<file path="src/hdl/buck_seq_pkg.sv">
package buck_seq_pkg;
  localparam int unsigned SYS_CLK_HZ = 40000000;
  localparam int unsigned CLK_PERIOD_NS = 25;
  // fixed off interval of each period, least value below 200 ns
  localparam int unsigned OFF_TIME_NS = 150;
  localparam int unsigned OFF_CYCLES = (OFF_TIME_NS + CLK_PERIOD_NS - 1) / CLK_PERIOD_NS;
  // power-good window filter
  localparam int unsigned PG_FILTER_NS = 3000;
  localparam int unsigned PG_FILTER_CYCLES = PG_FILTER_NS / CLK_PERIOD_NS;
  // free-running period when sync is idle, 2 us (500 kHz)
  localparam int unsigned OSC_PERIOD_NS = 2000;
  localparam int unsigned OSC_PERIOD_CYCLES = OSC_PERIOD_NS / CLK_PERIOD_NS;
  // soft-start period, default 1 ms
  localparam int unsigned SS_PERIOD_US = 1000;
  localparam int unsigned SS_PERIOD_CYCLES = SS_PERIOD_US * 1000 / CLK_PERIOD_NS;
  localparam logic [2:0] OC_SHUTDOWN_COUNT = 3'h7;
  localparam logic [2:0] OC_FLAG_LIMIT = 3'h4;
  localparam logic [2:0] OC_FIRST_COUNT = 3'h1;
  localparam logic [2:0] HICCUP_PERIODS = 3'h4;
  localparam int unsigned CNT_W = 24;
  localparam int unsigned TIMER_W = 8;

  // register map
  localparam logic [3:0] REG_STATUS = 4'h0;
  localparam logic [3:0] REG_IRQ_STATUS = 4'h1;
  localparam logic [3:0] REG_IRQ_MASK = 4'h2;
  localparam logic [3:0] REG_OC_COUNT = 4'h3;
  localparam logic [7:0] IRQ_MASK_RESET = 8'h00;
  localparam int unsigned IRQ_W = 5;
  localparam int unsigned IRQ_OC_FAULT = 0;
  localparam int unsigned IRQ_UV_FAULT = 1;
  localparam int unsigned IRQ_THERMAL = 2;
  localparam int unsigned IRQ_PG_LOST = 3;
  localparam int unsigned IRQ_RESTART = 4;

  typedef enum logic [2:0] {
    ST_OFF = 3'b000,
    ST_SOFTSTART = 3'b001,
    ST_RUN = 3'b011,
    ST_HICCUP = 3'b010,
    ST_THERMAL = 3'b110
  } seq_state_t;

  typedef struct packed {
    logic overcurrent_event;
    logic fb_above_window;
    logic fb_below_window;
    logic fb_undervoltage;
    logic temp_hot;
    logic temp_cool;
    logic input_rail_ok;
    logic ss_done;
  } sense_t;

  typedef struct packed {
    logic [3:0] addr;
    logic [7:0] wdata;
    logic wr;
    logic rd;
  } reg_req_t;
endpackage

</file>
<file path="src/hdl/buck_fault_hiccup_sequencer.sv">
// Design decisions made here: the address map and the plain strobed port.
`timescale 1ns/1ps
`default_nettype none
module buck_fault_hiccup_sequencer
  import buck_seq_pkg::*;
#(
  parameter int unsigned SS_CYCLES = SS_PERIOD_CYCLES
) (
  // clock and reset
  input wire logic sys_clk,
  input wire logic rst_b,
  input wire logic clk_en,
  // pins, asynchronous to sys_clk
  input wire logic shutdown_req_pin,
  input wire logic shutdown_req_pin_oe,
  input wire logic sync_pin,
  // comparators, asynchronous to sys_clk
  input wire sense_t sense,
  // power stage
  output logic upper_switch_on,
  output logic ramp_reset,
  output logic ss_discharge,
  // power-good open drain, pin driven low while oe high
  output logic output_in_window_o,
  output logic output_in_window_oe,
  // register port
  input wire reg_req_t reg_req,
  output logic [7:0] reg_rdata,
  // interrupt
  output logic irq
);
  localparam int unsigned SYNC_W = 10;

  logic [SYNC_W-1:0] raw_in, rst_val, syn;
  logic shdn, sync_lv, oc_ev, fb_hi, fb_lo, fb_uv, t_hot, t_cool, rail_ok, ss_done;

  // an undriven request pin floats high through the internal pull-up
  assign raw_in = {shutdown_req_pin | ~shutdown_req_pin_oe, sync_pin, sense};
  assign rst_val = {1'b1, {(SYNC_W-1){1'b0}}};

  pin_sync3 #(.W(SYNC_W)) u_sync (
    .sys_clk(sys_clk),
    .rst_b(rst_b),
    .clk_en(clk_en),
    .pin_in(raw_in ^ rst_val),
    .reset_val(rst_val),
    .pin_out(syn)
  );
  assign {shdn, sync_lv, oc_ev, fb_hi, fb_lo, fb_uv, t_hot, t_cool, rail_ok, ss_done} = syn;

  function automatic logic [CNT_W-1:0] inc(input logic [CNT_W-1:0] v);
    return v + 1'b1;
  endfunction

  // oscillator: ramp ends on rising sync or on free-running timeout
  logic sync_prev_q, sync_prev_d;
  logic [TIMER_W-1:0] osc_q, osc_d;
  logic [TIMER_W-1:0] off_q, off_d;
  logic cycle_start, sync_rise;

  assign sync_rise = sync_lv & ~sync_prev_q;
  assign cycle_start = (off_q == TIMER_W'(1));

  always_comb begin
    sync_prev_d = sync_lv;
    osc_d = osc_q + 1'b1;
    off_d = (off_q != '0) ? off_q - 1'b1 : off_q;
    if (off_q == '0 && (sync_rise || osc_q >= TIMER_W'(OSC_PERIOD_CYCLES - 1))) begin
      osc_d = '0;
      off_d = TIMER_W'(OFF_CYCLES);
    end
  end

  always_ff @(posedge sys_clk or negedge rst_b) begin
    if (!rst_b) begin
      sync_prev_q <= 1'b0;
      osc_q <= '0;
      off_q <= '0;
    end else if (clk_en) begin
      sync_prev_q <= sync_prev_d;
      osc_q <= osc_d;
      off_q <= off_d;
    end
  end

  assign ramp_reset = (off_q != '0);

  // sequencer with overcurrent accounting
  seq_state_t st_q, st_d;
  logic [2:0] oc_cnt_q, oc_cnt_d;
  logic oc_flag_q, oc_flag_d;
  logic oc_seen_q, oc_seen_d;
  logic oc_block_q, oc_block_d;
  logic [2:0] hic_q, hic_d;
  logic [CNT_W-1:0] ss_tmr_q, ss_tmr_d;
  logic ev_oc, ev_uv, ev_th, ev_rs;
  logic enable_ok;

  assign enable_ok = ~shdn & rail_ok;

  always_comb begin
    st_d = st_q;
    oc_cnt_d = oc_cnt_q;
    oc_flag_d = oc_flag_q;
    oc_seen_d = oc_seen_q | oc_ev;
    oc_block_d = oc_block_q | oc_ev;
    hic_d = hic_q;
    ss_tmr_d = ss_tmr_q;
    ev_oc = 1'b0;
    ev_uv = 1'b0;
    ev_th = 1'b0;
    ev_rs = 1'b0;
    // count a period once, at its first detection, so the flag rises at once
    if (oc_ev && !oc_seen_q && oc_cnt_q != OC_SHUTDOWN_COUNT) begin
      oc_cnt_d = (oc_cnt_q == '0) ? OC_FIRST_COUNT : oc_cnt_q + 1'b1;
      oc_flag_d = 1'b1;
    end
    if (cycle_start) begin
      oc_block_d = 1'b0;
      oc_seen_d = 1'b0;
      if (!oc_seen_q && !oc_ev) begin
        oc_cnt_d = '0;
        if (oc_cnt_q < OC_FLAG_LIMIT) begin
          oc_flag_d = 1'b0;
        end
      end
    end
    case (st_q)
      ST_OFF: begin
        if (enable_ok && !t_hot) begin
          st_d = ST_SOFTSTART;
        end
      end
      ST_SOFTSTART, ST_RUN: begin
        if (st_q == ST_SOFTSTART && ss_done) begin
          st_d = ST_RUN;
        end
        if (oc_cnt_q == OC_SHUTDOWN_COUNT) begin
          st_d = ST_HICCUP;
          ev_oc = 1'b1;
        end else if (fb_uv && (!oc_flag_q || oc_cnt_q < OC_FLAG_LIMIT)) begin
          st_d = ST_HICCUP;
          ev_uv = 1'b1;
        end
        if (ev_oc || ev_uv) begin
          hic_d = '0;
          ss_tmr_d = '0;
        end
      end
      ST_HICCUP: begin
        ss_tmr_d = inc(ss_tmr_q);
        if (ss_tmr_q == CNT_W'(SS_CYCLES - 1)) begin
          ss_tmr_d = '0;
          hic_d = hic_q + 1'b1;
          if (hic_q == HICCUP_PERIODS - 1'b1) begin
            st_d = ST_SOFTSTART;
            oc_cnt_d = '0;
            oc_flag_d = 1'b0;
            ev_rs = 1'b1;
          end
        end
      end
      ST_THERMAL: begin
        if (t_cool) begin
          st_d = ST_OFF;
        end
      end
      default: st_d = ST_OFF;
    endcase
    if (t_hot && st_q != ST_THERMAL) begin
      st_d = ST_THERMAL;
      ev_th = 1'b1;
    end else if (!enable_ok && st_q != ST_THERMAL) begin
      st_d = ST_OFF;
    end
    if (st_d == ST_OFF || st_d == ST_THERMAL) begin
      oc_cnt_d = '0;
      oc_flag_d = 1'b0;
    end
  end

  always_ff @(posedge sys_clk or negedge rst_b) begin
    if (!rst_b) begin
      st_q <= ST_OFF;
      oc_cnt_q <= '0;
      oc_flag_q <= 1'b0;
      oc_seen_q <= 1'b0;
      oc_block_q <= 1'b0;
      hic_q <= '0;
      ss_tmr_q <= '0;
    end else if (clk_en) begin
      st_q <= st_d;
      oc_cnt_q <= oc_cnt_d;
      oc_flag_q <= oc_flag_d;
      oc_seen_q <= oc_seen_d;
      oc_block_q <= oc_block_d;
      hic_q <= hic_d;
      ss_tmr_q <= ss_tmr_d;
    end
  end

  logic switching;
  assign switching = (st_q == ST_SOFTSTART || st_q == ST_RUN) && enable_ok;
  // combinational off path so an overcurrent cuts the switch in its own cycle
  assign upper_switch_on = switching && !ramp_reset && !oc_block_q && !oc_ev;
  // soft-start capacitor held discharged unless switching in soft-start or run, so each enable restarts it
  assign ss_discharge = !switching;

  // power-good window filter
  logic pg_raw, pg_out_q, pg_out_d;
  logic [TIMER_W-1:0] pg_tmr_q, pg_tmr_d;
  logic ev_pg;
  assign pg_raw = fb_hi | fb_lo;

  always_comb begin
    pg_out_d = pg_out_q;
    pg_tmr_d = '0;
    ev_pg = 1'b0;
    if (pg_raw != pg_out_q) begin
      pg_tmr_d = pg_tmr_q + 1'b1;
      if (pg_tmr_q == TIMER_W'(PG_FILTER_CYCLES - 1)) begin
        pg_out_d = pg_raw;
        pg_tmr_d = '0;
        ev_pg = pg_raw;
      end
    end
  end

  always_ff @(posedge sys_clk or negedge rst_b) begin
    if (!rst_b) begin
      pg_out_q <= 1'b0;
      pg_tmr_q <= '0;
    end else if (clk_en) begin
      pg_out_q <= pg_out_d;
      pg_tmr_q <= pg_tmr_d;
    end
  end

  assign output_in_window_o = 1'b0;
  assign output_in_window_oe = pg_out_q;

  // registers and interrupt
  logic [IRQ_W-1:0] irq_st_q, irq_st_d, irq_mask_q, irq_mask_d, ev_vec;
  logic [7:0] rdata_q, rdata_d;
  assign ev_vec = {ev_rs, ev_pg, ev_th, ev_uv, ev_oc};

  always_comb begin
    irq_st_d = irq_st_q;
    irq_mask_d = irq_mask_q;
    rdata_d = '0;
    if (reg_req.wr && reg_req.addr == REG_IRQ_STATUS) begin
      irq_st_d = irq_st_q & ~reg_req.wdata[IRQ_W-1:0];
    end
    if (reg_req.wr && reg_req.addr == REG_IRQ_MASK) begin
      irq_mask_d = reg_req.wdata[IRQ_W-1:0];
    end
    // set wins over a clear in the same cycle
    irq_st_d = irq_st_d | ev_vec;
    if (reg_req.rd) begin
      case (reg_req.addr)
        REG_STATUS: rdata_d = {pg_out_q, oc_flag_q, shdn, t_hot, 1'b0, st_q};
        REG_IRQ_STATUS: rdata_d = {3'h0, irq_st_q};
        REG_IRQ_MASK: rdata_d = {3'h0, irq_mask_q};
        REG_OC_COUNT: rdata_d = {5'h00, oc_cnt_q};
        default: rdata_d = '0;
      endcase
    end
  end

  always_ff @(posedge sys_clk or negedge rst_b) begin
    if (!rst_b) begin
      irq_st_q <= '0;
      irq_mask_q <= IRQ_MASK_RESET[IRQ_W-1:0];
      rdata_q <= '0;
    end else if (clk_en) begin
      irq_st_q <= irq_st_d;
      irq_mask_q <= irq_mask_d;
      rdata_q <= rdata_d;
    end
  end

  assign reg_rdata = rdata_q;
  assign irq = |(irq_st_q & irq_mask_q);

  // checks
  a_switch_off_shdn: assert property (@(posedge sys_clk)
    disable iff (!rst_b) shdn |-> !upper_switch_on)
    else $error("switch on during shutdown");
  a_oc_cuts_switch: assert property (@(posedge sys_clk)
    disable iff (!rst_b) oc_ev |-> !upper_switch_on)
    else $error("switch on during overcurrent");
  a_off_time_held: assert property (@(posedge sys_clk)
    disable iff (!rst_b) ramp_reset |-> !upper_switch_on)
    else $error("switch on in off interval");
  a_oc_first_load: assert property (@(posedge sys_clk)
    disable iff (!rst_b || !clk_en)
    oc_ev && !oc_seen_q && oc_cnt_q == 3'h0 && st_d != ST_OFF && st_d != ST_THERMAL
    && st_q != ST_HICCUP |=> oc_cnt_q == 3'h1 && oc_flag_q) else $error("first oc");
  a_oc_clear_cycle: assert property (@(posedge sys_clk)
    disable iff (!rst_b || !clk_en) cycle_start && !oc_seen_q && !oc_ev |=> oc_cnt_q == 3'h0)
    else $error("oc count kept");
  a_oc_flag_drop: assert property (@(posedge sys_clk)
    disable iff (!rst_b || !clk_en)
    cycle_start && !oc_seen_q && !oc_ev && oc_cnt_q < 3'h4 |=> !oc_flag_q)
    else $error("oc flag kept");
  a_oc_seven_fault: assert property (@(posedge sys_clk)
    disable iff (!rst_b || !clk_en)
    st_q == ST_RUN && oc_cnt_q == 3'h7 && !t_hot && enable_ok |=> st_q == ST_HICCUP)
    else $error("no oc fault");
  a_uv_shutdown: assert property (@(posedge sys_clk)
    disable iff (!rst_b || !clk_en)
    st_q == ST_RUN && fb_uv && !oc_flag_q && !t_hot && enable_ok |=> st_q == ST_HICCUP)
    else $error("no uv fault");
  a_sync_ends_ramp: assert property (@(posedge sys_clk)
    disable iff (!rst_b || !clk_en) sync_rise && off_q == '0 |=> ramp_reset)
    else $error("sync edge kept ramp");
  a_thermal_enter: assert property (@(posedge sys_clk)
    disable iff (!rst_b || !clk_en) t_hot |=> st_q == ST_THERMAL)
    else $error("no thermal stop");
  a_hiccup_hold: assert property (@(posedge sys_clk)
    disable iff (!rst_b) st_q == ST_HICCUP |-> !upper_switch_on)
    else $error("switching in hiccup");
  a_pg_filter: assert property (@(posedge sys_clk)
    disable iff (!rst_b || !clk_en) $rose(pg_out_q) |-> $past(pg_raw))
    else $error("pg changed unfiltered");
  c_oc_fault: cover property (@(posedge sys_clk) st_q == ST_RUN ##1 st_q == ST_HICCUP);
  c_hiccup: cover property (@(posedge sys_clk) st_q == ST_HICCUP ##1 st_q == ST_SOFTSTART);
  c_run: cover property (@(posedge sys_clk) st_q == ST_SOFTSTART ##1 st_q == ST_RUN);
  c_thermal: cover property (@(posedge sys_clk) st_q == ST_THERMAL ##1 st_q == ST_OFF);
  c_sync: cover property (@(posedge sys_clk) sync_rise && off_q == '0);
endmodule
`default_nettype wire

</file>
<file path="src/hdl/pin_sync3.sv">
`timescale 1ns/1ps
`default_nettype none
// three-stage synchroniser, a change counts once stages two and three agree
module pin_sync3
  import buck_seq_pkg::*;
#(
  parameter int unsigned W = 1
) (
  // clock and reset
  input wire logic sys_clk,
  input wire logic rst_b,
  input wire logic clk_en,
  // pins
  input wire logic [W-1:0] pin_in,
  input wire logic [W-1:0] reset_val,
  output logic [W-1:0] pin_out
);
  logic [W-1:0] s1_q, s2_q, s3_q, out_q;
  logic [W-1:0] out_d;

  always_comb begin
    out_d = out_q;
    for (int i = 0; i < W; i++) begin
      if (s2_q[i] == s3_q[i]) begin
        out_d[i] = s3_q[i];
      end
    end
  end

  always_ff @(posedge sys_clk or negedge rst_b) begin
    if (!rst_b) begin
      s1_q <= '0;
      s2_q <= '0;
      s3_q <= '0;
      out_q <= '0;
    end else if (clk_en) begin
      s1_q <= pin_in;
      s2_q <= s1_q;
      s3_q <= s2_q;
      out_q <= out_d;
    end
  end

  assign pin_out = out_q ^ reset_val;
endmodule
`default_nettype wire

</file>
<file path="config.mk">
export PLATFORM = sky130hd
export DESIGN_NAME = buck_fault_hiccup_sequencer
export DESIGN_NICKNAME = d
export VERILOG_FILES = /design/src/hdl/buck_seq_pkg.sv /design/src/hdl/buck_fault_hiccup_sequencer.sv /design/src/hdl/pin_sync3.sv
export SDC_FILE = /design/constraint.sdc
export NUM_CORES = 1
export LEC_CHECK = 0
export ABC_CLOCK_PERIOD_IN_PS = 2120
export BUFFER_PORTS_ARGS = -buffer_cell sky130_fd_sc_hd__buf_4
export CAP_MARGIN = 0
export CORE_UTILIZATION = 29
export CTS_CLUSTER_DIAMETER = 40
export CTS_CLUSTER_SIZE = 8
export DETAILED_ROUTE_END_ITERATION = 12
export PLACE_DENSITY = 0.53
export SLEW_MARGIN = 5
export SYNTH_ARGS = -nofsm -noshare
export SYNTH_HDL_FRONTEND = slang
export SYNTH_SLANG_ARGS = --single-unit
</file>
<file path="constraint.sdc">
create_clock -name sys_clk -period 2.12 [get_ports sys_clk]
set_clock_uncertainty 0.15 [all_clocks]
set_input_delay 0.106 -clock sys_clk [delete_from_list [all_inputs] [get_ports sys_clk]]
set_output_delay 0.106 -clock sys_clk [all_outputs]
set_load 0.005 [all_outputs]
</file>
-- Word-level counts from Yosys, hierarchy flattened
Index checks and enable logic that the tools add are counted.
- register bits after elaboration: 120
- input bits: 28
- output and inout bits: 14
- logic and storage cells: 186
- add/sub/neg operators: 6
- $lt $le $gt $ge: 2
- equality and inequality tests: 28
- muxes and demuxes: 55
- bitwise gates (word level): 14
- reductions and logical operators: 53
- operator list (kind ; number):
    3-bit two-way mux ; 19
    24-bit two-way mux ; 2
    8-bit two-way mux ; 6
    24-bit case mux with 2 select lines ; 1
    8-bit case mux with 4 select lines ; 1
    24-bit by 1-bit adder with 24-bit output (second input constant) ; 1
    24-bit by 16-bit equality test with 1-bit output (second input constant) ; 1
    2-bit AND reduction ; 12
    1-bit two-way mux ; 23
    8-bit by 1-bit adder with 8-bit output (second input constant) ; 2
    1-bit logical AND ; 15
    3-bit case mux with 4 select lines ; 1
    5-bit bitwise AND ; 2
    1-bit equality test ; 10
    3-bit by 2-bit equality test with 1-bit output (second input constant) ; 3
    3-bit equality test (second input constant) ; 3
    3-bit zero test ; 3
    4-bit by 2-bit equality test with 1-bit output (second input constant) ; 2
    8-bit by 1-bit equality test with 1-bit output (second input constant) ; 1
    8-bit by 7-bit equality test with 1-bit output (second input constant) ; 1
    8-bit by 7-bit >= comparator with 1-bit output (second input constant) ; 1
    1-bit zero test ; 8
    8-bit zero test ; 1
    8-bit nonzero test ; 1
    other kinds (22) ; 38

-- Longest topological paths before layout
Gate-level depths: netlist of the first run.
- depth in word-level cells: 11
- mapped depth: 9

-- Cells and area by module
A second synthesis of the first run with hierarchy kept.
- cell total of the unflattened synthesis: 561
- area, all modules: 5921.9 um^2
- modules (own cells, without submodules) (module ; instances ; cells each ; area an instance (um^2) ; sequential area each (um^2)):
    buck_fault_hiccup_sequencer ; 1 ; 439 ; 4212.8 ; 2001.9
    pin_sync3 ; 1 ; 122 ; 1709.1 ; 1001.0

-- Worst setup path after synthesis of the first run
Ideal clock, no wire load.
- path type: reg2reg
- start point: register osc_q[0]
- end point: register off_q[1]
- library setup time: 79 ps
- arrival time: 2014 ps
- data required time: 1891 ps
- setup slack: -124 ps
- stages on the path, launching flop included: 7
- buffers on the path: 0
- cell sequence: dfrtp_1 ha_1 a311o_1 a221oi_1 and2_1 nand2b_1 mux2i_1
- cells in the longest elaborated chain, start to end: 5
- ends and longest elaborated chain (what ; RTL line ; source):
    start: declaration ; buck_fault_hiccup_sequencer.sv:57 ; logic [TIMER_W-1:0] osc_q, osc_d;
    start signal: assignment ; buck_fault_hiccup_sequencer.sv:81 ; osc_q <= osc_d;
    8-bit by 7-bit >= comparator with 1-bit output (*) ; buck_fault_hiccup_sequencer.sv:68 ; if (off_q == '0 && (sync_rise || osc_q >= TIMER_W'(OSC_PERIOD_CYCLES - 1))) begin
    1-bit logical OR (*) ; buck_fault_hiccup_sequencer.sv:68 ;
    1-bit logical AND (*) ; buck_fault_hiccup_sequencer.sv:68 ;
    2-bit nonzero test (no source line) ; n/a ;
    2-bit AND reduction (no source line) ; n/a ;
    end signal: assignment ; buck_fault_hiccup_sequencer.sv:78 ; off_q <= '0;
    end signal: assignment ; buck_fault_hiccup_sequencer.sv:82 ; off_q <= off_d;
    end: declaration ; buck_fault_hiccup_sequencer.sv:58 ; logic [TIMER_W-1:0] off_q, off_d;
Every way passes the cells marked *; elsewhere a longest branch is shown, timed or not.
A chain may end at the register's enable or synchronous reset.

-- Worst setup path after layout of the first run
- start point: register off_q[4]
- end point: output port upper_switch_on
- cells in the longest elaborated chain, start to end: 5
- ends and longest elaborated chain (what ; RTL line ; source):
    8-bit nonzero test ; buck_fault_hiccup_sequencer.sv:86 ; assign ramp_reset = (off_q != '0);
    1-bit zero test ; buck_fault_hiccup_sequencer.sv:205 ; assign upper_switch_on = switching && !ramp_reset && !oc_block_q && !oc_ev;
    1-bit logical AND (3 in a row) ; buck_fault_hiccup_sequencer.sv:205 ;
    end: declaration ; buck_fault_hiccup_sequencer.sv:20 ; output logic upper_switch_on,
No other way between the ends.

==> impl_results.md, run 1 <==
* Pleak at 3.408 nW
* Fin. max-slew vios at 0
* Total power at 7.763 mW
* Worst setup margin at -0.1367 ns
* GRT Resource Usage Total at 0.1472
* Num CTS Buffers at 17
* Peak supply drop at 0.5674 mV
* Yosys cell types at 65
* Antenna violations before repair at 0
* CTS H-tree depth at 4
* CP bufs+invs at 2
* Synth Warn # at 0
* CP required at 1.86 ns
* Slew @ Worst Pin at 0.5910 ns
* Synthesized Nets at 609
* Worst-path cell chain: or4_4, nor3_4, inv_2, nor4_4, buf_4
* Clk buf depth at 2
* # fillers at 1909
* Total routed wirelength at 14450 um
* Top Family by Delay on Critical Path: simple AND/OR/NAND/NOR gates
* CTS tree: yes
* Final net count at 726
* Synth area leaders: dfrtp_1, mux2_2, o21ai_0
* Cells after Synth at 571
* First-pass GRT wire length at 23240 um
* Count leader, synth: dfrtp_1
* CP Class: reg -> out
* DR pass1 iterations at 5
* Core Util, Final at 0.4012
* Largest net degree at the start of global routing at 48
* Ys flop type: dfrtp_1
* I/O Buffers at 37
* Final Wtd Congestion at 0.8084
* Synthesis-to-layout area growth at 34.60%
* F_max at 0.4431 GHz
* Vias at 4749
* Clock tree root driver cell: clkbuf_16
* # rows at 51
* Die X at 143.9 um
* # diodes at 0
* Metal3 WL at 555 um
* Synth Area per Inst at 10.23 um^2
* CTS sink cnt at 120
* Top cell type's share of synthesized area at 0.5142
* CP max stage delay at 0.56 ns
* Mapped Area at 0.005839 mm^2
* Uppermost layer routed: met4
* Final setup viols at 2
* Share of layout cells above drive strength 1 at 0.2924
* Failing checks: negative setup slack
* Met1 wire length at 6529 um
* Hold Fails Final Rpt at 0
* Period utilization at 1.064
* Hold Crit Class: in -> reg
* Initial Utilization at 0.2981
* Hpwl dp at 9869 um
* Vias per cell at 4.916
* Die Ht at 143.9 um
* Post-synthesis async set-or-reset flop share at 1.000
* CP endpoint kind: output port
* Status: complete, but fails checks
* Vias in the first global route at 4764
* Seq/Total Area, Yosys at 0.5142
* Met2 Wirelength at 7188 um
* Crit path arrival time at 2.00 ns
* Cell Pwr Density at 987.7 mW/mm^2
* DRC Markers at 0
* Max-cap violations at 0
* Number of synthesized flops with an enable pin at 0
* Critical Path Slowest Stage Cell: or4_4
* Max_slew headroom at 0.6030
* Yosys top cell by area: dfrtp_1
* RSZ-0062 raised after global routing: true
* Clock period minus worst slack at 2.257 ns
* Hold_ws at 0.05377 ns
* # IOs at 42
* GRT overflow at 0
* Drt wl/cell at 14.96 um
* Reg clk slew, reported paths at 0.06 ns
* Die ar. at 0.02071 mm^2
* Critical path peak fanout at 5
* Seq cells post-synth at 120
* Worst-Skew Late Latency at 0.43 ns
* Final ANT Viol Nets at 0
* Synth top cells by count: dfrtp_1, o21ai_0, nand2_1
* First DRT Iteration DRCs at 312
* Crit start category: register
* Placeable Area at 0.01959 mm^2
==> cells in the final DEF (no fill, tap or decap), drive strengths merged, types with 4 or more instances in the layout <==
cell	instances
dlygate4sd3	22
nor2	41
nor3	16
or4	4
a21oi	27
nor2b	5
and2	5
a21o	6
a32o	5
nand2	49
xor2	15
nand3	24
inv	30
nand4	15
o31ai	10
or3	4
buf	102
and3	6
mux2i	5
a22o	8
o2bb2ai	8
mux2	25
xnor2	4
nor4	7
clkinv	6
dfrtp	120
clkbuf	17
ha	10
o21ai	54
nand2b	10
==> registers in the layout, summed over array words and instances, names as in the netlist, 3 cells and up <==
register,count
ss_tmr_q,24
u_sync.out_q,10
u_sync.s1_q,10
u_sync.s2_q,10
u_sync.s3_q,10
off_q,8
osc_q,8
pg_tmr_q,8
reg_rdata,8
irq_mask_q,5
irq_st_q,5
hic_q,3
oc_cnt_q,3
st_q,3
==> timing repair <==
item / 4_1_cts / 5_1_grt
setup endpoints to repair: 10 / 42
gates resized for setup: 6 / 35
hold buffers: 22 / 0
hold endpoints to repair: 67 / 0
cloned: 0 / 1
buffers inserted: 4 / 6
pin swaps: 4 / 13
==> worst paths after layout <==
check                                             endpoint                        from  depth (start not counted)  slack, ns
max in group asynchronous       u_sync.s3_q[5]$_DFFE_PN0P_                       rst_b                          3       1.05
worst max register to register        osc_q[4]$_DFFE_PN0P_        off_q[4]$_DFFE_PN0P_                          7       0.03
min in group asynchronous         reg_rdata[4]$_DFFE_PN0P_                       rst_b                          2       0.08
worst min register to register  u_sync.s1_q[2]$_DFFE_PN0P_  u_sync.s1_q[2]$_DFFE_PN0P_                          1       0.35
worst min-delay path              reg_rdata[3]$_DFFE_PN0P_                 reg_req[13]                          5       0.05
worst max-delay path                       upper_switch_on        off_q[4]$_DFFE_PN0P_                          5      -0.14
==> worst min-delay path, stage by stage <==
cell and delay [ns]:
buf_4 0.08, nor3b_1 0.04, buf_4 0.14, nand2_1 0.11, o2bb2ai_1 0.09
==> power by group <==
| group | internal [mW] | switching (mW) |
|---|---|---|
| logic | 0.836 | 0.852 |
| registers | 2.67 | 0.380 |
| clock network | 1.87 | 1.16 |
==> routing by layer <==
metal	vias to the layer above	track usage
li1	2301	-
met1	2344	0.1809
met2	87	0.2398
met3	17	0.04399
met4	0	0.05991
met5	-	0
==> layout make-up <==
type	count	area (um^2)	area share
clock buffers	17	425.4	0.05412
clock inverters	15	187.7	0.02388
inverters	24	90.09	0.01146
multi-input cells	401	2819	0.3586
flip-flops and latches	120	3003	0.3820
well taps	265	331.6	0.04218
repair buffers	124	1003	0.1277
==> stage by stage <==
stage                     setup TNS [ns]  cell area (um^2)  std cells  worst slack, ns
after global routing             -0.5588              7860        966          -0.2242
after detailed placement         -0.1752              6758        901         -0.05680
after global placement           -0.3124              6758        901         -0.07950
after CTS                        -0.2340              7655        959          -0.1943
after floorplan                        0              5851        571          0.01196
final                            -0.2652              7860        966          -0.1367
==> kinds of logic after synthesis <==
kind of cell,share of synthesized area
AO/OA/AOI/OAI,0.1560
XOR/XNOR,0.02850
adder cells (fa/ha/maj),0.02143
buffers and inverters,0.03600
flip-flops,0.5142
multiplexers,0.06835
other,0.0006422
AND/OR/NAND/NOR,0.1748
Note: power is estimated with default switching activity, not from simulation.
==> run 2: changes to the inputs <==
--- a/config.mk
+++ b/config.mk
@@ -15,2 +15,3 @@
 export PLACE_DENSITY = 0.53
+export RECOVER_POWER = 100
 export SLEW_MARGIN = 5
--- a/constraint.sdc
+++ b/constraint.sdc
@@ -4,2 +4,2 @@
 set_output_delay 0.106 -clock sys_clk [all_outputs]
-set_load 0.005 [all_outputs]
+set_load 0.01 [all_outputs]
==> run 2 against run 1 <==
The run still ends with negative setup slack left. First-iteration DRC count is 6.4% higher. Die area unchanged. Clock power is 1% higher. Clock-buffer cell count up 1. Non-clock buffer count fell by 3. Combinational power about the same. Sequential power barely moved. Largest power group is now clock.
==> impl_results.md, run 2 (same netlist as run 1, synthesis figures left out) <==
* Status: complete, but fails checks (unchanged)
* Failing checks: negative setup slack (unchanged)
* Die ar. at 0.02071 mm^2 (unchanged)
* CP endpoint kind: register (was output port)
* CP Class: reg -> reg (was reg -> out)
* Top reg by flops: ss_tmr_q (unchanged)
* Vias in the first global route at 4770 (was 4764)
* Num CTS Buffers at 17 (unchanged)
* # diodes at 0 (unchanged)
* Largest net degree at the start of global routing at 48 (unchanged)
* DR pass1 iterations at 5 (unchanged)
* Worst-path cell chain: nor4_2, clkbuf_2, nand4_1, or4_4, a31oi_1, o22ai_1 (was or4_4, nor3_4, inv_2, nor4_4, buf_4)
* DP Worst Slack at -0.1291 ns (was -0.05680 ns)
* Critical path peak fanout at 6 (was 5)
* Final setup viols at 14 (was 2)
* Top Family by Delay on Critical Path: simple AND/OR/NAND/NOR gates (unchanged)
* Fin. max-slew vios at 0 (unchanged)
* I/O Buffers at 37 (unchanged)
* Max_slew headroom at 0.1251 (was 0.6030)
* Max-cap violations at 0 (unchanged)
* GRT overflow at 0 (unchanged)
* GRT Resource Usage Total at 0.1479 (was 0.1472)
* Crit path launch: ss_tmr_q[9]$_DFFE_PN0P_ (was off_q[4]$_DFFE_PN0P_)
* Slew @ Worst Pin at 1.312 ns (was 0.5910 ns)
* RSZ-0062 raised after global routing: true (unchanged)
* First DRT Iteration DRCs at 332 (was 312)
* Antenna violations before repair at 0 (unchanged)
* Clock tree root driver cell: clkbuf_16 (unchanged)
* Period utilization at 1.047 (was 1.064)
* Commonest non-fill, non-tap cell in the layout: dfrtp_1 (unchanged)
* Die X at 143.9 um (unchanged)
* Final ANT Viol Nets at 0 (unchanged)
* Cell Pwr Density at 1002 mW/mm^2 (was 987.7 mW/mm^2)
* Hold Crit Class: in -> reg (unchanged)
* Critical Path Slowest Stage Cell: or4_4 (unchanged)
* Synthesis-to-layout area growth at 33.30% (was 34.60%)
* Commonest non-fill, non-tap cells in the layout: dfrtp_1, buf_4, o21ai_0 (unchanged)
* Die Ht at 143.9 um (unchanged)
* First-pass GRT wire length at 23600 um (was 23240 um)
* Placed cell count at 901 (unchanged)
* Initial Utilization at 0.2981 (unchanged)
* Dpl cell area at 0.006758 mm^2 (unchanged)
* CP max stage delay at 0.53 ns (was 0.56 ns)
* Crit start category: register (unchanged)
* Share of layout cells above drive strength 1 at 0.2636 (was 0.2924)
* Hold Fails Final Rpt at 0 (unchanged)
* # fillers at 1932 (was 1909)
* Vias per cell at 4.918 (was 4.916)
* CP required at 2.26 ns (was 1.86 ns)
* Peak supply drop at 0.5471 mV (was 0.5674 mV)
* # rows at 51 (unchanged)
* HP Start: reg_req[10] (was reg_req[13])
* Final Wtd Congestion at 0.8006 (was 0.8084)
* CTS sink cnt at 120 (unchanged)
* Placeable Area at 0.01959 mm^2 (unchanged)
* Max reg flops at 24 (unchanged)
* CTS tree: yes (unchanged)
* # IOs at 42 (unchanged)
* Clk buf depth at 2 (unchanged)
* CTS H-tree depth at 4 (unchanged)
* Total routed wirelength at 14170 um (was 14450 um)
* Reg clk slew, reported paths at 0.06 ns (about the same)
* Drt wl/cell at 14.72 um (was 14.96 um)
* Clock period minus worst slack at 2.219 ns (was 2.257 ns)
* Pleak at 3.332 nW (was 3.408 nW)
* Vias at 4736 (was 4749)
* Crit path arrival time at 2.36 ns (was 2.00 ns)
* Worst-Skew Late Latency at 0.41 ns (was 0.43 ns)
* Worst setup margin at -0.09873 ns (was -0.1367 ns)
* Worst reg2reg startpoint: ss_tmr_q[9]$_DFFE_PN0P_ (was off_q[4]$_DFFE_PN0P_)
* CP bufs+invs at 1 (was 2)
* Final instance area at 0.007784 mm^2 (was 0.007860 mm^2)
* F_max at 0.4507 GHz (was 0.4431 GHz)
* DRC Markers at 0 (unchanged)
* Hpwl dp at 9661 um (was 9869 um)
* Final net count at 723 (was 726)
* Layout Cells excl Fill at 963 (was 966)
## run 2: changes by cell type in the layout (fill, tap and decap cells not counted), moves of 3 or more
cell | before | now
a21oi_1 | 23 | 26
buf_6 | 2 | 5
dlygate4sd3_1 | 22 | 19
buf_4 | 98 | 71
clkbuf_2 | 0 | 6
clkinv_4 | 4 | 1
clkinvlp_4 | 0 | 3
a21oi_2 | 4 | 1
ha_1 | 7 | 10
clkbuf_1 | 0 | 17
ha_2 | 3 | 0
## run 2: layout make-up
| class | instances | area [um^2] | share of cell area |
|---|---|---|---|
| Clock inverter | 14 | 196.4 | 0.02524 |
| Timing Repair Buffer | 121 | 927.1 | 0.1191 |
| Multi-Input combinational cell | 401 | 2805 | 0.3604 |
| Clock buffer | 18 | 429.2 | 0.05514 |
| Tap cell | 265 | 331.6 | 0.04260 |
| Inverter | 24 | 90.09 | 0.01157 |
| Sequential cell | 120 | 3004 | 0.3860 |
## run 2: path summary, 6_finish.rpt
kind / end / slack (ns) / depth (start not counted)
min: reg_rdata[6]$_DFFE_PN0P_ / 0.02 / 3
min in group asynchronous: reg_rdata[1]$_DFFE_PN0P_ / 0.30 / 2
min reg2reg: reg_rdata[4]$_DFFE_PN0P_ / 0.34 / 1
max reg2reg: oc_cnt_q[1]$_DFFE_PN0P_ / -0.1 / 6
max: oc_cnt_q[1]$_DFFE_PN0P_ / -0.1 / 6
max in group asynchronous: ss_tmr_q[22]$_DFFE_PN0P_ / 0.32 / 3
## run 2: where the power goes
group / leakage, nW / internal (mW) / switching (mW) / total, mW
combinational: 1.52 / 0.839 / 0.858 / 1.70
clock: 0.298 / 1.98 / 1.09 / 3.07
sequential: 1.52 / 2.67 / 0.367 / 3.04
## run 2: worst register-to-register path, cell delays in order, from the launching register on
cell and delay, ns:
dfrtp_1 0.40, nor4_2 0.33, clkbuf_2 0.22, nand4_1 0.13, or4_4 0.53, a31oi_1 0.22
o22ai_1 0.11
## run 2: metrics by stage
| step | power [mW] | util | TNS (ns) | hold WS, ns |
|---|---|---|---|---|
| final | 7.801 | 0.3973 | -0.5073 | 0.01728 |
| after detailed placement | 4.513 | 0.3450 | -1.378 | 0.002218 |
| after global placement | 4.439 | 0.3450 | -0.2244 | -0.005162 |
| after global routing | 8.235 | 0.3973 | -2.604 | 0.02172 |
| after floorplan | 3.910 | - | 0 | -0.3396 |
| after CTS | 7.682 | 0.3892 | -0.1150 | 0.006444 |
## run 2: timing repair
action                                  4_1_cts  5_1_grt
endpoints found under the setup margin       30       41
setup buffers                                 2        7
hold buffers                                 19        0
resized for setup                             8       40
gates cloned                                  0        2
endpoints found under the hold margin        66        0
pin swaps                                     2        7
## run 2: per-layer routing
metal,global-route usage,share of wire
met3,0.04199,0.039
met5,0,0
met1,0.1888,0.46
met2,0.2423,0.49
met4,0.04199,0.0081
==> run 3: changes to the inputs <==
ABC_AREA = 1   (was default)
ABC_CLOCK_PERIOD_IN_PS = 1800   (was 2120)
clock period = 1.8 ns   (was 2.12 ns; I/O delays follow)
==> run 3 against run 2 <==
The flow now finishes without violations. Register-to-register slack better by 0.13 ns. Sequential share of layout area shrank 4.5 points. Sequential cell count stayed put. First-iteration DRC count down 2.4%. Die area grew 3.9%. Clock-buffer cell count rose by 2. Critical endpoint is now upper_switch_on. Largest power group unchanged. Highest routed layer unchanged.
==> impl_results.md, run 3 <==
* Status: completed (was complete, but fails checks)
* Vias at 5659 (was 4736)
* Gr busiest metal: met2 (unchanged)
* Seq cells post-synth at 120 (unchanged)
* Num CTS Buffers at 17 (unchanged)
* Worst-path cell chain: inv_2, nor2_4, buf_6, nand2_4, nor4_4, buf_4 (was nor4_2, clkbuf_2, nand4_1, or4_4, a31oi_1, o22ai_1)
* Crit start category: register (unchanged)
* Die X at 146.7 um (was 143.9 um)
* Dpl cell area at 0.007325 mm^2 (was 0.006758 mm^2)
* Critical path peak fanout at 3 (was 6)
* Final setup viols at 0 (was 14)
* # IOs at 42 (unchanged)
* Commonest non-fill, non-tap cells in the layout: nand2_1, buf_4, dfrtp_1 (was dfrtp_1, buf_4, o21ai_0)
* Slew @ Worst Pin at 0.9168 ns (was 1.312 ns)
* Max-cap violations at 0 (unchanged)
* # diodes at 0 (unchanged)
* RSZ-0062 raised after global routing: true (unchanged)
* Total power at 9.729 mW (was 7.801 mW)
* Peak supply drop at 0.6688 mV (was 0.5471 mV)
* I/O Buffers at 37 (unchanged)
* Top reg by flops: ss_tmr_q (unchanged)
* Placeable Area at 0.02036 mm^2 (was 0.01959 mm^2)
* Seq/Total Area, Yosys at 0.4946 (was 0.5142)
* Synthesized Nets at 805 (was 609)
* CTS tree: yes (unchanged)
* Clock tree root driver cell: clkbuf_16 (unchanged)
* GRT overflow at 0 (unchanged)
* CTS sink cnt at 120 (unchanged)
* Clk buf depth at 2 (unchanged)
* Vias in the first global route at 5387 (was 4770)
* CP Class: reg -> out (was reg -> reg)
* Synth area leaders: dfrtp_1, nand2_1, o21ai_0 (was dfrtp_1, mux2_2, o21ai_0)
* Fin. max-slew vios at 0 (unchanged)
* Antenna violations before repair at 0 (unchanged)
* Met1 Use GR at 0.2068 (was 0.1888)
* Hpwl dp at 10830 um (was 9661 um)
* Cells after Synth at 767 (was 571)
* Synthesis-to-layout area growth at 45.34% (was 33.30%)
* Drt wl/cell at 12.94 um (was 14.72 um)
* Ys flop type: dfrtp_1 (unchanged)
* Largest net degree at the start of global routing at 64 (was 48)
* Yosys top cell by area: dfrtp_1 (unchanged)
* Clock period minus worst slack at 1.798 ns
* Commonest non-fill, non-tap cell in the layout: nand2_1 (was dfrtp_1)
* Synth top cells by count: nand2_1, dfrtp_1, inv_1 (was dfrtp_1, o21ai_0, nand2_1)
* Initial Utilization at 0.2981 (about the same)
* DRC Markers at 0 (unchanged)
* Hold Crit Class: in -> reg (unchanged)
* CP max stage delay at 0.42 ns (was 0.53 ns)
* CP required at 1.56 ns (was 2.26 ns)
* Die Ht at 146.7 um (was 143.9 um)
* GRT Resource Usage Total at 0.1525 (was 0.1479)
* Period utilization at 0.9988
* Final Wtd Congestion at 0.8530 (was 0.8006)
* Critical Path Slowest Stage Cell: dfrtp_1 (was or4_4)
* Count leader, synth: nand2_1 (was dfrtp_1)
* Top cell type's share of synthesized area at 0.4946 (was 0.5142)
* Max_slew headroom at 0.3888 (was 0.1251)
* Synth Warn # at 0 (unchanged)
* Total routed wirelength at 15760 um (was 14170 um)
* Core Util, Final at 0.4333 (was 0.3973)
* Reg clk slew, reported paths at 0.06 ns (about the same)
* # fillers at 1986 (was 1932)
* Die ar. at 0.02152 mm^2 (was 0.02071 mm^2)
* Max reg flops at 24 (unchanged)
* Cell Pwr Density at 1103 mW/mm^2 (was 1002 mW/mm^2)
* Crit path arrival time at 1.56 ns (was 2.36 ns)
* Pleak at 4.225 nW (was 3.332 nW)
* Met2 global-route usage at 0.2391 (was 0.2423)
* Yosys cell types at 44 (was 65)
* DR pass1 iterations at 5 (unchanged)
* Mapped Area at 0.006071 mm^2 (was 0.005839 mm^2)
* CP endpoint kind: output port (was register)
* F_max at 0.5562 GHz
* Final ANT Viol Nets at 0 (unchanged)
* Hold Fails Final Rpt at 0 (unchanged)
* Met3 track utilization from global routing at 0.03000 (was 0.04199)
* # rows at 52 (was 51)
* Number of synthesized flops with an enable pin at 0 (unchanged)
* Share of layout cells above drive strength 1 at 0.2975 (was 0.2636)
* Final instance area at 0.008823 mm^2 (was 0.007784 mm^2)
* First DRT Iteration DRCs at 324 (was 332)
* CTS H-tree depth at 4 (unchanged)
* First-pass GRT wire length at 25980 um (was 23600 um)
* Worst-Skew Late Latency at 0.42 ns (was 0.41 ns)
* Final net count at 977 (was 723)
* Post-synthesis async set-or-reset flop share at 1.000 (unchanged)
* Vias per cell at 4.646 (was 4.918)
* Synth Area per Inst at 7.915 um^2 (was 10.23 um^2)
==> run 3: logic make-up (layout without fill, tap and decap cells) <==
logic type,count (synthesis),after routing,synth area share
xor gates and xnor gates,10,10,0.01443
adders and majority gates,10,10,0.02061
AOI/OAI and AO/OA,144,144,0.1313
DFF,120,120,0.4946
and+or+nand+nor,363,363,0.2607
other,1,1,0.0006177
buffers and inverters,119,300,0.07770
==> run 3: where the power goes <==
group,switching [mW],internal [mW]
clock network,1.22,2.53
registers,0.363,3.18
logic,1.29,1.14
==> run 3: final cells by class <==
| class | instances | area, um^2 | share of cell area |
|---|---|---|---|
| multi-input cells | 528 | 3013 | 0.3415 |
| flip-flops and latches | 120 | 3004 | 0.3405 |
| repair buffers | 171 | 1431 | 0.1622 |
| clock buffers | 20 | 466.7 | 0.05289 |
| inverters | 101 | 399.1 | 0.04524 |
| well taps | 270 | 337.8 | 0.03829 |
| clock inverters | 8 | 171.4 | 0.01943 |
==> run 3: worst paths after layout <==
check	from	to	slack (ns)	cells past startpoint
min	reg_req[11]	reg_rdata[5]$_DFFE_PN0P_	0.02	4
max	st_q[0]$_DFFE_PN0P_	upper_switch_on	0.002	6
min reg2reg	u_sync.s2_q[5]$_DFFE_PN0P_	u_sync.s2_q[5]$_DFFE_PN0P_	0.33	2
min in group asynchronous	rst_b	ss_tmr_q[12]$_DFFE_PN0P_	0.37	3
max in group asynchronous	rst_b	st_q[2]$_DFFE_PN0P_	0.37	3
max reg2reg	oc_cnt_q[1]$_DFFE_PN0P_	ss_tmr_q[17]$_DFFE_PN0P_	0.03	11
==> run 3: per-layer routing <==
metal / up-vias / part of all wire
li1: 2863 / -
met1: 2689 / 0.49
met2: 92 / 0.47
met3: 15 / 0.031
met4: 0 / 0.014
met5: - / 0
==> run 3: timing repair <==
action                     in CTS  in global routing
resized for setup              37                113
hold endpoints to repair      148                  0
setup endpoints to repair      26                 43
hold buffers                   22                  0
cloned                          0                  1
pin swaps                      10                 33
buffers inserted               11                 11
==> run 3: stage by stage <==
step	setup TNS [ns]	setup WS [ns]	std cells	hold WS [ns]
2_1_floorplan	0	0.01114	767	-0.3556
3_3_place_gp	-0.2486	-0.05134	1147	-0.1875
3_5_place_dp	-0.5744	-0.07945	1147	-0.1918
4_1_cts	-0.01947	-0.01947	1207	0.01396
5_1_grt	-1.228	-0.09801	1218	0.03957
6_report	0	0.002211	1218	0.02409
==> run 3: worst max-delay path, delay by kind of cell (launching register included) <==
kind          cells  cell delay (ns)
flops             1             0.42
simple gates      3             0.37
buf+inv           3             0.34
